`src/logic/ems_pkg.sv`:
```
// Purpose: Shared constants and types for the measurement sequencer.
// Assumes: 100 MHz clock, 32-bit AHB-Lite register access.
// Notes:   Register offsets are byte addresses.
package ems_pkg;

  // ****************************************************************
  // Register map
  // ****************************************************************
  localparam logic [7:0] REG_CTRL_HUM  = 8'h00;
  localparam logic [7:0] REG_CTRL_MEAS = 8'h04;
  localparam logic [7:0] REG_CONFIG    = 8'h08;
  localparam logic [7:0] REG_STATUS    = 8'h0c;
  localparam logic [7:0] REG_PRES      = 8'h10;
  localparam logic [7:0] REG_TEMP      = 8'h14;
  localparam logic [7:0] REG_HUM       = 8'h18;
  localparam logic [7:0] REG_CONV_P    = 8'h1c;
  localparam logic [7:0] REG_CONV_T    = 8'h20;
  localparam logic [7:0] REG_CONV_H    = 8'h24;
  localparam logic [7:0] REG_RESET     = 8'h28;
  localparam logic [7:0] REG_ID        = 8'h2c;

  // ****************************************************************
  // Field positions and values
  // ****************************************************************
  localparam int          MODE_LSB     = 0;
  localparam int          OSP_LSB      = 2;
  localparam int          OST_LSB      = 5;
  localparam int          FILT_LSB     = 2;
  localparam int          SB_LSB       = 5;
  localparam logic [7:0]  RESET_KEY    = 8'hb6;
  localparam logic [19:0] SKIP_VALUE   = 20'h80000;
  localparam logic [15:0] HUM_SKIP     = 16'h8000;
  localparam logic [31:0] CHIP_ID      = 32'h0000005a; // Arbitrary value.

  // ****************************************************************
  // Timing
  // ****************************************************************
  localparam int CLK_MHZ        = 100;
  localparam int SB_MIN_US_X10  = 5;        // 0.5 ms standby.
  localparam int SB_MAX_MS      = 1000;     // 1000 ms standby.
  localparam int SB_MIN_CYC     = SB_MIN_US_X10 * 100 * CLK_MHZ;
  localparam int SB_MAX_CYC     = SB_MAX_MS * 1000 * CLK_MHZ;
  localparam int CONV_CYC       = 16;       // Cycles per single conversion.

  typedef enum logic [1:0] {
    MODE_SLEEP,
    MODE_FORCED,
    MODE_NORMAL
  } ems_mode_t;

  typedef enum logic [2:0] {
    ST_IDLE,
    ST_TEMP,
    ST_PRES,
    ST_HUM,
    ST_FILT,
    ST_STANDBY
  } ems_state_t;

  typedef struct packed {
    logic [1:0] mode;
    logic [2:0] osrs_p;
    logic [2:0] osrs_t;
    logic [2:0] osrs_h;
    logic [2:0] filt;
    logic [2:0] sb_sel;
  } ems_cfg_t;

endpackage : ems_pkg

```
`src/logic/ems_seq.sv`:
```
// Purpose: Sleep/forced/normal sequencer with IIR filter for T and P.
// Assumes: Converter samples supplied by software-written raw registers.
// Notes:   Registers reached over AHB-Lite, zero wait states.
//
// Register access over AHB-Lite and the register addresses were decided locally.
`timescale 1ns/1ps
`default_nettype none

module ems_seq
  import ems_pkg::*;
#(
  parameter int SB_MIN_CYCLES = SB_MIN_CYC,
  parameter int SB_MAX_CYCLES = SB_MAX_CYC
) (
  input  wire logic        clk_i,
  input  wire logic        rst_b_i,
  input  wire logic        core_supply_ok_i,
  input  wire logic        hsel_i,
  input  wire logic [31:0] haddr_i,
  input  wire logic [1:0]  htrans_i,
  input  wire logic        hwrite_i,
  input  wire logic [2:0]  hsize_i,
  input  wire logic [31:0] hwdata_i,
  input  wire logic        hready_i,
  output logic      [31:0] hrdata_o,
  output logic             hreadyout_o,
  output logic             hresp_o,
  output logic             pins_oe_allow_o,
  output logic             measuring_o,
  output ems_cfg_t         cfg_o
);
  import ems_pkg::*;

  // ****************************************************************
  // Helpers
  // ****************************************************************
  function automatic ems_mode_t decode_mode(input logic [1:0] f);
    case (f)
      2'h0:    decode_mode = MODE_SLEEP;
      2'h3:    decode_mode = MODE_NORMAL;
      default: decode_mode = MODE_FORCED;
    endcase
  endfunction : decode_mode

  // Coefficient exponent: 0 off, 1..4 for 2..16, larger codes clip to 16.
  function automatic logic [2:0] coef_shift(input logic [2:0] f);
    coef_shift = (f > 3'h4) ? 3'h4 : f;
  endfunction : coef_shift

  // One filter step for shift k; k of zero passes the sample.
  function automatic logic [19:0] iir(input logic [19:0] old,
                                     input logic [19:0] smp,
                                     input logic [2:0]  k);
    logic [24:0] acc;
    acc = 25'h0;
    if (k == 3'h0) begin
      iir = smp;
    end else begin
      acc = ({5'h0, old} << k) - {5'h0, old} + {5'h0, smp};
      iir = 20'(acc >> k);
    end
  endfunction : iir

  // Unfiltered resolution: keep 16+(code-1) top bits, zero the rest.
  function automatic logic [19:0] trunc(input logic [19:0] v,
                                        input logic [2:0]  os);
    logic [2:0] keep;
    keep = (os > 3'h5) ? 3'h4 : 3'(os - 3'h1);
    trunc = v & ~(20'hfffff >> (5'd16 + 5'(keep)));
  endfunction : trunc

  function automatic logic [31:0] sb_cycles(input logic [2:0] s);
    case (s)
      3'h0:    sb_cycles = 32'(SB_MIN_CYCLES);
      3'h1:    sb_cycles = 32'(SB_MIN_CYCLES * 125);
      3'h2:    sb_cycles = 32'(SB_MIN_CYCLES * 250);
      3'h3:    sb_cycles = 32'(SB_MIN_CYCLES * 500);
      3'h4:    sb_cycles = 32'(SB_MIN_CYCLES * 1000);
      3'h6:    sb_cycles = 32'(SB_MIN_CYCLES * 20);
      3'h7:    sb_cycles = 32'(SB_MIN_CYCLES * 40);
      default: sb_cycles = 32'(SB_MAX_CYCLES);
    endcase
  endfunction : sb_cycles

  // ****************************************************************
  // Bus slave
  // ****************************************************************
  logic        ap_wr;
  logic        ap_rd;
  logic [7:0]  ap_addr;
  logic        dp_wr;
  logic [7:0]  dp_addr;
  ems_cfg_t    cfg;
  logic        pend_valid;
  logic [1:0]  pend_mode;
  logic        soft_rst;
  logic        run_rst;
  ems_state_t  state;
  logic [19:0] raw_p;
  logic [19:0] raw_t;
  logic [15:0] raw_h;
  logic [19:0] mem_p;
  logic [19:0] mem_t;
  logic        init_t;
  logic        init_p;
  logic [19:0] out_p;
  logic [19:0] out_t;
  logic [15:0] out_h;
  logic [31:0] cnt;
  logic        busy;

  assign ap_wr = hsel_i & htrans_i[1] & hready_i & hwrite_i;
  assign ap_rd = hsel_i & htrans_i[1] & hready_i & ~hwrite_i;
  assign ap_addr = haddr_i[7:0];
  assign hreadyout_o = 1'b1;
  assign hresp_o = 1'b0;
  assign busy = (state != ST_IDLE) && (state != ST_STANDBY);
  assign measuring_o = busy;
  assign cfg_o = cfg;
  assign pins_oe_allow_o = core_supply_ok_i;
  // Reset from pin or soft command; core supply loss acts as power-on reset.
  assign run_rst = ~rst_b_i | soft_rst | ~core_supply_ok_i;

  always_ff @(posedge clk_i) begin
    if (!rst_b_i) begin
      dp_wr   <= 1'b0;
      dp_addr <= 8'h00;
    end else begin
      dp_wr   <= ap_wr;
      dp_addr <= ap_addr;
    end
  end

  always_ff @(posedge clk_i) begin
    if (!rst_b_i) begin
      hrdata_o <= 32'h0;
    end else if (ap_rd) begin
      case (ap_addr)
        REG_CTRL_HUM:  hrdata_o <= {29'h0, cfg.osrs_h};
        REG_CTRL_MEAS: hrdata_o <= {24'h0, cfg.osrs_t, cfg.osrs_p,
                                    cfg.mode};
        REG_CONFIG:    hrdata_o <= {24'h0, cfg.sb_sel, cfg.filt, 2'h0};
        REG_STATUS:    hrdata_o <= {29'h0, pend_valid, busy, init_t | init_p};
        REG_PRES:      hrdata_o <= {12'h0, out_p};
        REG_TEMP:      hrdata_o <= {12'h0, out_t};
        REG_HUM:       hrdata_o <= {16'h0, out_h};
        REG_CONV_P:    hrdata_o <= {12'h0, raw_p};
        REG_CONV_T:    hrdata_o <= {12'h0, raw_t};
        REG_CONV_H:    hrdata_o <= {16'h0, raw_h};
        REG_ID:        hrdata_o <= CHIP_ID;
        default:       hrdata_o <= 32'h0;
      endcase
    end
  end

  // ****************************************************************
  // Configuration and deferred mode change
  // ****************************************************************
  always_ff @(posedge clk_i) begin
    if (!rst_b_i) begin
      soft_rst <= 1'b0;
    end else begin
      soft_rst <= dp_wr && dp_addr == REG_RESET &&
                  hwdata_i[7:0] == RESET_KEY;
    end
  end

  always_ff @(posedge clk_i) begin
    if (run_rst) begin
      cfg        <= '0;
      pend_valid <= 1'b0;
      pend_mode  <= 2'h0;
    end else begin
      if (dp_wr && dp_addr == REG_CTRL_HUM && !pend_valid) begin
        cfg.osrs_h <= hwdata_i[2:0];
      end
      if (dp_wr && dp_addr == REG_CONFIG) begin
        cfg.filt   <= hwdata_i[FILT_LSB +: 3];
        cfg.sb_sel <= hwdata_i[SB_LSB +: 3];
      end
      if (dp_wr && dp_addr == REG_CTRL_MEAS) begin
        cfg.osrs_p <= hwdata_i[OSP_LSB +: 3];
        cfg.osrs_t <= hwdata_i[OST_LSB +: 3];
        if (busy && !pend_valid) begin
          pend_valid <= 1'b1;
          pend_mode  <= hwdata_i[MODE_LSB +: 2];
        end else if (!busy && !pend_valid) begin
          cfg.mode <= hwdata_i[MODE_LSB +: 2];
        end
      end
      if (state == ST_FILT) begin
        if (pend_valid) begin
          cfg.mode   <= pend_mode;
          pend_valid <= 1'b0;
        end else if (decode_mode(cfg.mode) == MODE_FORCED) begin
          cfg.mode <= 2'h0;
        end
      end
      // A change pended on the closing update edge lands once idle.
      if (pend_valid && !busy) begin
        cfg.mode   <= pend_mode;
        pend_valid <= 1'b0;
      end
    end
  end

  // ****************************************************************
  // Sequencer
  // ****************************************************************
  always_ff @(posedge clk_i) begin
    if (run_rst) begin
      state <= ST_IDLE;
      cnt   <= 32'h0;
    end else begin
      case (state)
        ST_IDLE: begin
          cnt <= 32'h0;
          if (decode_mode(cfg.mode) != MODE_SLEEP) begin
            state <= ST_TEMP;
          end
        end
        ST_TEMP, ST_PRES, ST_HUM: begin
          if (cnt >= 32'(CONV_CYC - 1)) begin
            cnt   <= 32'h0;
            state <= (state == ST_TEMP) ? ST_PRES :
                     (state == ST_PRES) ? ST_HUM : ST_FILT;
          end else begin
            cnt <= cnt + 32'h1;
          end
        end
        ST_FILT: begin
          cnt <= 32'h0;
          // The mode about to apply decides whether a standby follows.
          state <= (decode_mode(pend_valid ? pend_mode : cfg.mode)
                    == MODE_NORMAL) ? ST_STANDBY : ST_IDLE;
        end
        ST_STANDBY: begin
          if (decode_mode(cfg.mode) != MODE_NORMAL) begin
            state <= ST_IDLE;
          end else if (cnt >= sb_cycles(cfg.sb_sel) - 32'h1) begin
            cnt   <= 32'h0;
            state <= ST_TEMP;
          end else begin
            cnt <= cnt + 32'h1;
          end
        end
        default: state <= ST_IDLE;
      endcase
    end
  end

  // Raw converter samples; written by software to stand in for the ADC.
  always_ff @(posedge clk_i) begin
    if (run_rst) begin
      raw_p <= 20'h0;
      raw_t <= 20'h0;
      raw_h <= 16'h0;
    end else if (dp_wr) begin
      if (dp_addr == REG_CONV_P) raw_p <= hwdata_i[19:0];
      if (dp_addr == REG_CONV_T) raw_t <= hwdata_i[19:0];
      if (dp_addr == REG_CONV_H) raw_h <= hwdata_i[15:0];
    end
  end

  // ****************************************************************
  // IIR filter and output registers
  // ****************************************************************
  logic [2:0] k;
  logic       skip_t;
  logic       skip_p;
  assign k = coef_shift(cfg.filt);
  assign skip_t = (cfg.osrs_t == 3'h0);
  assign skip_p = (cfg.osrs_p == 3'h0);

  always_ff @(posedge clk_i) begin
    if (run_rst) begin
      init_t    <= 1'b1;
      init_p    <= 1'b1;
      mem_p     <= 20'h0;
      mem_t     <= 20'h0;
      out_p     <= SKIP_VALUE;
      out_t     <= SKIP_VALUE;
      out_h     <= HUM_SKIP;
    end else begin
      if (state == ST_FILT) begin
        // A channel leaves init only on a sample it really took, so one
        // skipped across a filter write still restarts from a clean memory.
        if (skip_t) begin
          out_t <= SKIP_VALUE;
        end else if (k == 3'h0) begin
          out_t  <= trunc(raw_t, cfg.osrs_t);
          mem_t  <= raw_t;
          init_t <= 1'b0;
        end else begin
          mem_t  <= init_t ? raw_t : iir(mem_t, raw_t, k);
          out_t  <= init_t ? raw_t : iir(mem_t, raw_t, k);
          init_t <= 1'b0;
        end
        if (skip_p) begin
          out_p <= SKIP_VALUE;
        end else if (k == 3'h0) begin
          out_p  <= trunc(raw_p, cfg.osrs_p);
          mem_p  <= raw_p;
          init_p <= 1'b0;
        end else begin
          mem_p  <= init_p ? raw_p : iir(mem_p, raw_p, k);
          out_p  <= init_p ? raw_p : iir(mem_p, raw_p, k);
          init_p <= 1'b0;
        end
        out_h <= (cfg.osrs_h == 3'h0) ? HUM_SKIP : raw_h;
      end
      // A filter write landing on the update cycle still re-arms init.
      if (dp_wr && dp_addr == REG_CONFIG) begin
        init_t <= 1'b1;
        init_p <= 1'b1;
      end
    end
  end

endmodule : ems_seq

`default_nettype wire

```
`config.mk`:
```
export PLATFORM = sky130hd
export DESIGN_NAME = ems_seq
export DESIGN_NICKNAME = d
export VERILOG_FILES = /design/src/logic/ems_pkg.sv /design/src/logic/ems_seq.sv
export SDC_FILE = /design/constraint.sdc
export NUM_CORES = 1
export LEC_CHECK = 0
export ABC_CLOCK_PERIOD_IN_PS = 15300
export BUFFER_PORTS_ARGS = -buffer_cell sky130_fd_sc_hd__buf_2
export CAP_MARGIN = 25
export CORE_ASPECT_RATIO = 1.2
export CORE_MARGIN = 8
export CORE_UTILIZATION = 35
export DETAILED_ROUTE_END_ITERATION = 16
export HOLD_SLACK_MARGIN = 0.12
export PLACE_DENSITY = 0.52
export SYNTH_ARGS = -nofsm -noshare
export SYNTH_HDL_FRONTEND = slang
export SYNTH_SLANG_ARGS = --single-unit
```
`constraint.sdc`:
```
create_clock -name clk_i -period 15.3 [get_ports clk_i]
set_clock_uncertainty 0.05 [all_clocks]
set_input_delay 0.765 -clock clk_i [delete_from_list [all_inputs] [get_ports clk_i]]
set_output_delay 0.765 -clock clk_i [all_outputs]
set_load 0.05 [all_outputs]
```
After elaboration in Yosys (flattened, before gate mapping)
Index checks and enable logic that the tools add are counted.
W data, S select, Z words.
{"block": "word_totals", "ff_bits": 251, "in_bits": 75, "out_inout_bits": 53}
{"block": "classes", "shifts": 6, "magnitude_cmp": 5, "addsub": 10, "n_reduce_logical": 37, "n_bitwise": 16, "n_mux": 52, "eq_ne": 38}
{"operator": "$pmux W20 S11", "count": 1}
{"operator": "$mux W32", "count": 6}
{"operator": "$pmux W27 S7", "count": 1}
{"operator": "$mux W20", "count": 8}
{"operator": "$pmux W32 S3", "count": 1}
{"operator": "$add A25 B20 Y25", "count": 2}
{"operator": "$shl A20 B3 Y25", "count": 2}
{"operator": "$shr A25 B3 Y20", "count": 2}
{"operator": "$sub A25 B20 Y25", "count": 2}
{"operator": "$eq A8 B6 Y1 const B", "count": 6}
{"operator": "$and A20 B20 Y20", "count": 2}
{"operator": "$eq A8 B5 Y1 const B", "count": 5}
{"operator": "$not A20 Y20", "count": 2}
{"operator": "$shr A20 B5 Y20 const A", "count": 2}
{"operator": "$add A32 B1 Y32 const B", "count": 1}
{"operator": "$ge A32 B32 Y1", "count": 1}
{"operator": "$ge A32 B4 Y1 const B", "count": 1}
{"operator": "$mux W2", "count": 16}
{"operator": "$sub A32 B1 Y32 const B", "count": 1}
{"operator": "$mux W3", "count": 10}
{"operator": "$eq A8 B4 Y1 const B", "count": 3}
{"operator": "$logic_not A3 Y1", "count": 6}
{"operator": "$eq A8 B3 Y1 const B", "count": 2}
{"operator": "$logic_not A8 Y1", "count": 2}
{"operator": "other kinds (28)", "count": 79}

Depth between registers and ports, before layout
Gate-level depths: netlist of the first run.
{"block": "logic_depth", "ltp_word": 13, "ltp_mapped": 22, "mapped_depth_nobuf": 18}

Worst setup path after synthesis of the first run
OpenSTA, ideal clock, no wires.
{"block": "synth_path", "kind": "reg-to-reg", "from": "register cfg (netlist bit cfg_o[5])", "to": "register out_p[12]", "arrival_time_ns": 5.553, "setup_slack_ns": 9.638, "period_less_slack_ns": 5.662, "setup_time_ns": 0.059, "path_stages_with_launch": 23, "path_buffers": 5, "t_required_ns": 15.191, "cell_sequence": "dfxtp_1 -> buf_2 -> inv_2 -> nand2_1 -> clkbuf_1 -> clkbuf_1 -> clkbuf_1 -> nand2_1 -> a311oi_1 -> a21oi_1 -> fa_1 -> inv_1 -> ha_1 -> buf_2 -> a21oi_1 -> o21ai_0 -> or3_1 -> o21a_1 -> xnor2_1 -> mux4_2 -> nand2b_1 -> a311o_1 -> nand2_1"}
{"block": "synth_between", "elab_chain_cells": 9, "word_cells_on_any_way": 10}
{"item": "start: declaration", "line_no": "ems_seq.sv:93", "text": "ems_cfg_t cfg;"}
{"item": "$gt A3 B3 Y1", "line_no": "ems_seq.sv:47", "text": "coef_shift = (f > 3'h4) ? 3'h4 : f;"}
{"item": "$mux W3 (*)", "line_no": "ems_seq.sv:47"}
{"item": "$shl A20 B3 Y25", "line_no": "ems_seq.sv:59", "text": "acc = ({5'h0, old} << k) - {5'h0, old} + {5'h0, smp};"}
{"item": "$sub A25 B20 Y25", "line_no": "ems_seq.sv:59"}
{"item": "$add A25 B20 Y25", "line_no": "ems_seq.sv:59"}
{"item": "$shr A25 B3 Y20", "line_no": "ems_seq.sv:60", "text": "iir = 20'(acc >> k);"}
{"item": "$mux W20", "line_no": "ems_seq.sv:307", "text": "out_p <= init_p ? raw_p : iir(mem_p, raw_p, k);"}
{"item": "$mux W20 (*)", "line_no": "ems_seq.sv:301", "text": "end else if (k == 3'h0) begin"}
{"item": "$mux W20 (*)", "line_no": "ems_seq.sv:299", "text": "if (skip_p) begin"}
{"item": "end signal: assignment", "line_no": "ems_seq.sv:302", "text": "out_p <= trunc(raw_p, cfg.osrs_p);"}
{"item": "end signal: assignment", "line_no": "ems_seq.sv:307"}
{"item": "end: declaration", "line_no": "ems_seq.sv:106", "text": "logic [19:0] out_p;"}
Mark *: on every way between the ends. The rest lies on a longest branch, timed or not.
A chain may end at the register's enable or synchronous reset.

Worst setup path in the final report of the first run
{"block": "layout_path", "from": "register cfg (netlist bit cfg_o[5])", "to": "register mem_t[15]"}
{"block": "layout_between", "elab_chain_cells": 8, "word_cells_on_any_way": 9}
{"item": "$gt A3 B3 Y1", "line_no": "ems_seq.sv:47"}
{"item": "$mux W3 (*)", "line_no": "ems_seq.sv:47"}
{"item": "$shl A20 B3 Y25", "line_no": "ems_seq.sv:59"}
{"item": "$sub A25 B20 Y25", "line_no": "ems_seq.sv:59"}
{"item": "$add A25 B20 Y25", "line_no": "ems_seq.sv:59"}
{"item": "$shr A25 B3 Y20", "line_no": "ems_seq.sv:60"}
{"item": "$mux W20", "line_no": "ems_seq.sv:295", "text": "mem_t <= init_t ? raw_t : iir(mem_t, raw_t, k);"}
{"item": "$mux W20 (*)", "line_no": "ems_seq.sv:290", "text": "end else if (k == 3'h0) begin"}
{"item": "end signal: assignment", "line_no": "ems_seq.sv:292", "text": "mem_t <= raw_t;"}
{"item": "end signal: assignment", "line_no": "ems_seq.sv:295"}
{"item": "end: declaration", "line_no": "ems_seq.sv:103", "text": "logic [19:0] mem_t;"}
Marked as above.

==> impl_metrics.py, run 1 <==
metrics = {
    "run_status": {
        "status": "completed",
    },
    "detailed_routing": {
        "drt-total-wl_um": 61000,
        "ant_nets": 0,
        "wire_per_inst_um": 21.1,
        "drc": 0,
        "drt-initial-drc-count": 1606,
        "via_per_inst": 5.76,
        "vias": 16692,
        "first_pass_iters": 5,
    },
    "global_route": {
        "gr-total-overflow": 0,
        "grt_pass1_wl_um": 93900,
        "grt_start_max_net_pins": 61,
        "antenna_found_initial": 0,
        "grt_pass1_vias": 16150,
        "grtUsageTotal": 0.207,
    },
    "final_layout": {
        "nNetsFinal": 2441,
        "area_growth_pct": 10.6,
        "seq_area_mm2": 0.00479,
        "antenna_cells": 0,
        "nFillCells": 5060,
        "multiInputGateArea_mm2": 0.0115,
        "final_util": 0.391,
        "drive_gt1_frac": 0.0912,
        "layoutNonFillerInstCount": 2896,
    },
    "die": {
        "core_mm2": 0.0490,
        "dieHeight_um": 260,
        "die_area_mm2": 0.0569,
        "die_w_um": 219,
        "row_count": 89,
        "initial_utilization": 0.353,
        "num_io_pins": 128,
    },
    "logic_synthesis": {
        "synth-seq-area-share": 0.276,
        "synth_area_mm2": 0.0173,
        "synth_ff_type": "dfxtp_1",
        "synthTopCellsByCount": "327 x nand2_1, 239 x dfxtp_1, 221 x nor2_1",
        "postSynthAreaPerCell_um2": 7.76,
        "synth_cell_types": 84,
        "synthArstFlopShare": 0,
        "synth-edff-count": 0,
        "synthDominantCellAreaShare": 0.276,
        "synth_cells": 2231,
        "synth_area_leader_cell": "dfxtp_1",
        "post-synth-top-count-cell": "nand2_1",
        "ys_top_cells_by_area": "dfxtp_1 28%, nand2_1 7.1%, ha_1 6.3%, mux2i_1 4.8%, nor2_1 4.8%",
        "synth_seq_cells": 239,
        "yosysWarnings": 0,
    },
    "critical_path": {
        "arrival_ns": 7.11,
        "crit_path_start_kind": "register",
        "r2r-start": "cfg_o[5]$_SDFFE_PP0P_",
        "ff2ff_setup_slack_ns": 8.64,
        "crit_path_frequent_cell": "a221oi_1",
        "cp.required_ns": 15.75,
        "endpoint_kind": "register",
        "path_cells": "inv_2, nand2_2, buf_4, mux4_2, mux2i_1, fa_1, inv_1, ha_1, o21ai_0, a32o_1, nand3b_1, nand3_1, a221oi_1, o2111ai_1, a221oi_1, a21o_1",
        "critical_path_class": "register to register",
        "r2r-end": "mem_t[15]$_SDFFE_PP0P_",
        "max_stage_delay_ns": 0.76,
        "reg2reg_depth": 16,
        "cpMaxStageDelayCell": "dfxtp_4",
        "worst-path-max-fanout": 58,
    },
    "placed_design": {
        "dp_cells": 2845,
        "gp_congestion": 0.886,
        "io_buffer_count": 73,
        "dp_hpwl_um": 45500,
    },
    "timing": {
        "hold_viol_final": 0,
        "fin_tns_setup_ns": 0,
        "fin_crit_ns": 6.66,
        "whs_ns": 0.390,
        "final-max-slew-violation-count": 0,
        "slew_headroom": 0.333,
        "fmax_mhz": 150,
        "rsz0062_at_grt": "no",
        "setup_viol_count_final": 0,
        "fin_crit_sh": 0.435,
        "worst_slew_pin_slew_ns": 0.999,
    },
    "pwr": {
        "power_w": 0.00134,
        "powerDensity_mw_per_mm2": 69.8,
        "ir_worst_vdd_uv": 72.3,
        "p_leak_nw": 7.69,
    },
    "clock_network": {
        "numClockSinks": 239,
        "cts_setup_buffers": 0,
        "clkTransAtPathRegs_ns": 0.07,
        "cts_buffer_depth": 3,
        "insertion_delay_ns": 0.55,
        "cts_root_buf": "clkbuf_16",
        "cts_tree": "yes",
        "cts_resized": 0,
        "htree_levels": 1,
        "cts_hold_buffers": 0,
        "cts_buffers": 27,
    },
    "min_path": {
        "hold_start": "out_t[18]$_SDFFE_PP0P_",
        "min_to": "out_t[18]$_SDFFE_PP0P_",
        "min_path_type": "register to register",
        "hold_path_depth": 2,
    },
    "job": {
        "cap_violations": 0,
    },
}
## flip-flops by register name, indices dropped and copies added, names as in the netlist, 8 cells and up
signal / count
cnt: 32
hrdata_o: 20
mem_p: 20
mem_t: 20
out_p: 20
out_t: 20
raw_p: 20
raw_t: 20
cfg_o: 17
out_h: 16
raw_h: 16
dp_addr: 8
## power breakdown
group	switching, W	internal [W]	total (W)	leakage [nW]
sequential	0.00000311	0.000625	0.000628	1.93
combinational	0.0000423	0.0000119	0.0000543	5.33
clock	0.000273	0.000381	0.000654	0.436
## cell families after synthesis
family,synth area share
simple gates,0.200
buf+inv,0.0650
flops,0.276
compound gates,0.242
fa+ha+maj,0.110
xor+xnor,0.0379
mux,0.0694
other cells,0.000434
## final cells by class
type                            instances  share of cell area
Clock buffer                           39              0.0418
Tap cell                              637              0.0416
Sequential cell                       239               0.250
Clock inverter                         10             0.00503
Timing Repair Buffer                  110              0.0341
Inverter                              140              0.0274
Multi-Input combinational cell       1721               0.600
## placed cells by master, fill, tap and decap left out, drive strengths merged, types with 9 or more instances in the layout
cell and instances:
nand2b 10, and2 20, clkbuf 40, a221oi 33, or3 10, mux4 12, inv 142, mux2i 83
nor4 16, a22oi 56, nor2b 24, o21ai 135, nand2 328, buf 109, o21a 17, a211o 9
o211ai 23, nor2 221, conb 14, nor3 30, nand3 53, dfxtp 239, a21oi 149, a311oi 16
fa 40, xnor2 44, a222oi 10, and4 10, nand4 15, a211oi 32, mux2 9, ha 87
and3 16, a21o 36, a31oi 23, xor2 31
## metrics by stage
step / setup slack [ns] / instance area [um2]
detailed placement: 8.76 / 18200
finish: 8.64 / 19200
floorplan: 9.64 / 17400
global placement: 8.74 / 18200
CTS: 8.73 / 19100
global route: 8.39 / 19200
## how the worst max path moves through the flow
stage / cells past startpoint / slack [ns] / to / from
after global placement: 16 / 8.74 / mem_t[15]$_SDFFE_PP0P_ / cfg_o[5]$_SDFFE_PP0P_
after floorplan: 22 / 9.64 / out_p[12]$_SDFFE_PP0P_ / cfg_o[5]$_SDFFE_PP0P_
final: 16 / 8.64 / mem_t[15]$_SDFFE_PP0P_ / cfg_o[5]$_SDFFE_PP0P_
after detailed placement: 16 / 8.76 / out_t[15]$_SDFFE_PP0P_ / cfg_o[5]$_SDFFE_PP0P_
after global routing: 16 / 8.39 / mem_t[15]$_SDFFE_PP0P_ / cfg_o[5]$_SDFFE_PP0P_
after CTS: 16 / 8.73 / mem_t[15]$_SDFFE_PP0P_ / cfg_o[5]$_SDFFE_PP0P_
## metal layers
metal,share of wire,vias up,GRT usage
met5,0,-,0
met1,0.42,8023,0.261
met3,0.062,125,0.0296
li1,-,7945,-
met4,0.039,0,0.0809
met2,0.48,599,0.352
## worst max-delay path, delay by kind of cell, from the launching register on
family,cells,cell delay (ns)
AO/OA/AOI/OAI,6,2.21
adder cells (fa/ha/maj),2,0.72
buffers and inverters,3,1.04
flip-flops,1,0.76
multiplexers,2,0.72
AND/OR/NAND/NOR,3,1.05
No activity file was read; power rests on OpenSTA's default activity.
==> inputs of run 2 (changes only) <==
ABC_CLOCK_PERIOD_IN_PS = 5750   (was 15300)
PLACE_DENSITY = 0.54   (was 0.52)
clock period = 5.75 ns   (was 15.3 ns; I/O delays follow)
==> run 2 against run 1 <==
Compared with the run above:
- count of clock-buffer cells in the layout down 1
- sequential cell count unchanged
- cell area up 2.1%
- worst setup slack worse by 8.1 ns
- critical path depth unchanged
- sequential power rose to 2.7 times the previous value
==> impl_metrics.py, run 2 (same netlist as run 1, synthesis figures left out) <==
metrics = {
    "run_status": {
        "status": "completed",
    },
    "detailed_routing": {
        "ant_nets": 0,
        "drt-total-wl_um": 61100,
        "vias": 17008,
        "drt-initial-drc-count": 1582,
        "first_pass_iters": 6,
        "wire_per_inst_um": 20.8,
        "drc": 0,
        "via_per_inst": 5.79,
    },
    "pwr": {
        "ir_worst_vdd_uv": 239,
        "clkPwrFrac": 0.491,
        "power_switching_w": 0.000856,
        "p_leak_nw": 7.88,
        "powerDensity_mw_per_mm2": 184,
        "seq_power_share": 0.464,
        "p_comb_frac": 0.045,
        "p_int_w": 0.00274,
        "swShare": 0.238,
    },
    "die": {
        "dieHeight_um": 260,
        "initial_utilization": 0.353,
        "core_mm2": 0.0490,
        "num_io_pins": 128,
        "die_w_um": 219,
        "row_count": 89,
        "die_area_mm2": 0.0569,
    },
    "critical_path": {
        "r2r-start": "cfg_o[4]$_SDFFE_PP0P_",
        "arrival_ns": 5.61,
        "path_cells": "inv_1, buf_4, a211o_1, o21ai_0, o21ai_0, fa_1, ha_1, a21oi_1, o21ai_0, and3_1, a2111oi_0, o211ai_1, a221oi_1, nand4_1, a21o_1, a211oi_1",
        "cp_num_buf_inv": 2,
        "cp.required_ns": 6.16,
        "critical_path_class": "register to register",
        "reg2reg_depth": 16,
        "endpoint_kind": "register",
        "r2r-end": "mem_p[19]$_SDFFE_PP0P_",
        "worst-path-max-fanout": 35,
        "crit_path_start_kind": "register",
        "cpMaxStageDelayCell": "dfxtp_4",
        "ff2ff_setup_slack_ns": 0.54,
        "max_stage_delay_ns": 0.65,
        "crit_path_frequent_cell": "o21ai_0",
        "cp_top_family": "compound AO/OA/AOI/OAI gates",
    },
    "clock_network": {
        "insertion_delay_ns": 0.57,
        "cts_tree": "yes",
        "cts_setup_buffers": 0,
        "htree_levels": 1,
        "cts_root_buf": "clkbuf_16",
        "clkTransAtPathRegs_ns": 0.06,
        "cts_buffers": 27,
        "cts_resized": 0,
        "cts_hold_buffers": 30,
        "cts_buffer_depth": 3,
        "numClockSinks": 239,
    },
    "final_layout": {
        "largest_reg_flops": 32,
        "design_area_mm2": 0.0195,
        "layout_common_cells": "326 x nand2_1, 236 x dfxtp_1, 218 x nor2_1, 147 x a21oi_1, 139 x inv_1",
        "nNetsFinal": 2484,
        "final_common_cell": "nand2_1",
        "regMostFlops": "cnt",
        "antenna_cells": 0,
        "drive_gt1_frac": 0.0939,
        "area_growth_pct": 12.9,
        "final_util": 0.399,
    },
    "timing": {
        "fin_ws_ns": 0.545,
        "fin_tns_setup_ns": 0,
        "whs_ns": 0.279,
        "hold_viol_final": 0,
        "worst_slew_pin_slew_ns": 1.07,
        "fin_crit_ns": 5.21,
        "slew_headroom": 0.285,
        "final-max-slew-violation-count": 0,
        "setup_viol_count_final": 0,
        "fmax_mhz": 192,
        "rsz0062_at_grt": "no",
        "fin_crit_sh": 0.905,
    },
    "placed_design": {
        "dpl-instance-area_mm2": 0.0183,
        "io_buffer_count": 73,
        "pre_cts_ws_ns": 0.673,
        "gp_congestion": 0.885,
        "dp_hpwl_um": 45500,
    },
    "global_route": {
        "gr-total-overflow": 0,
        "grtUsageTotal": 0.207,
        "grt_start_max_net_pins": 62,
        "grt_pass1_vias": 16297,
        "antenna_found_initial": 2,
        "grt_pass1_wl_um": 94100,
    },
    "min_path": {
        "hold_path_depth": 3,
        "hold_start": "rst_b_i",
        "min_path_type": "input pin to register",
        "min_to": "hrdata_o[10]$_SDFFE_PN0P_",
    },
    "job": {
        "cap_violations": 0,
    },
}
[run 2: cell types whose count changed in the layout (fill, tap and decap cells not counted), moves of 2 or more]
cell	previous run	this run
dlygate4sd3_1	0	30
buf_4	35	49
clkbuf_8	9	6
clkinvlp_4	3	1
[run 2: layout make-up]
class                           count  area (um2)
Fill cell                        5042       29400
Multi-Input combinational cell   1721       11500
Sequential cell                   239        4790
Timing Repair Buffer              153        1050
Tap cell                          637         797
Clock buffer                       38         777
Inverter                          140         526
Clock inverter                      9         120
[run 2: worst max path at each step]
stage                          start                     end  slack, ns  cells past startpoint
2_1_floorplan  cfg_o[5]$_SDFFE_PP0P_  out_p[12]$_SDFFE_PP0P_       0.09                     22
3_3_place_gp   cfg_o[5]$_SDFFE_PP0P_  mem_p[19]$_SDFFE_PP0P_       0.72                     18
3_5_place_dp   cfg_o[5]$_SDFFE_PP0P_  mem_p[19]$_SDFFE_PP0P_       0.67                     18
4_1_cts        cfg_o[5]$_SDFFE_PP0P_  mem_p[19]$_SDFFE_PP0P_       0.60                     18
5_1_grt        cfg_o[5]$_SDFFE_PP0P_  mem_p[19]$_SDFFE_PP0P_       0.25                     18
6_report       cfg_o[4]$_SDFFE_PP0P_  mem_p[19]$_SDFFE_PP0P_       0.54                     16
[run 2: power by group through the flow]
stage	Sequential, W	Combinational [W]	Clock, W
after floorplan	0.00172	0.0000776	0
after global placement	0.00171	0.000141	0
after detailed placement	0.00171	0.000142	0
after CTS	0.00167	0.000159	0.00180
after global routing	0.00167	0.000169	0.00187
final	0.00167	0.000161	0.00176
[run 2: routing by layer]
layer,vias to the layer above,part of all wire,wire length (um),GRT usage
li1,8034,-,-,-
met1,8174,0.42,25700,0.261
met2,654,0.47,28800,0.351
met3,144,0.061,3730,0.0249
met4,2,0.046,2820,0.0898
met5,-,0.00018,11,0
[run 2: metrics by stage]
stage,cells,power [W]
floorplan,2243,0.00179
global placement,2858,0.00185
detailed placement,2858,0.00185
CTS,2935,0.00363
global route,2937,0.00371
finish,2937,0.00360
[run 2: worst reg2reg max path: cells and delay by family, from the launching register on]
family                     cells  cell delay (ns)
adders and majority gates      2             0.89
DFF                            1             0.65
and+or+nand+nor                2             0.40
buffers and inverters          2             0.48
AOI/OAI and AO/OA             10             2.62
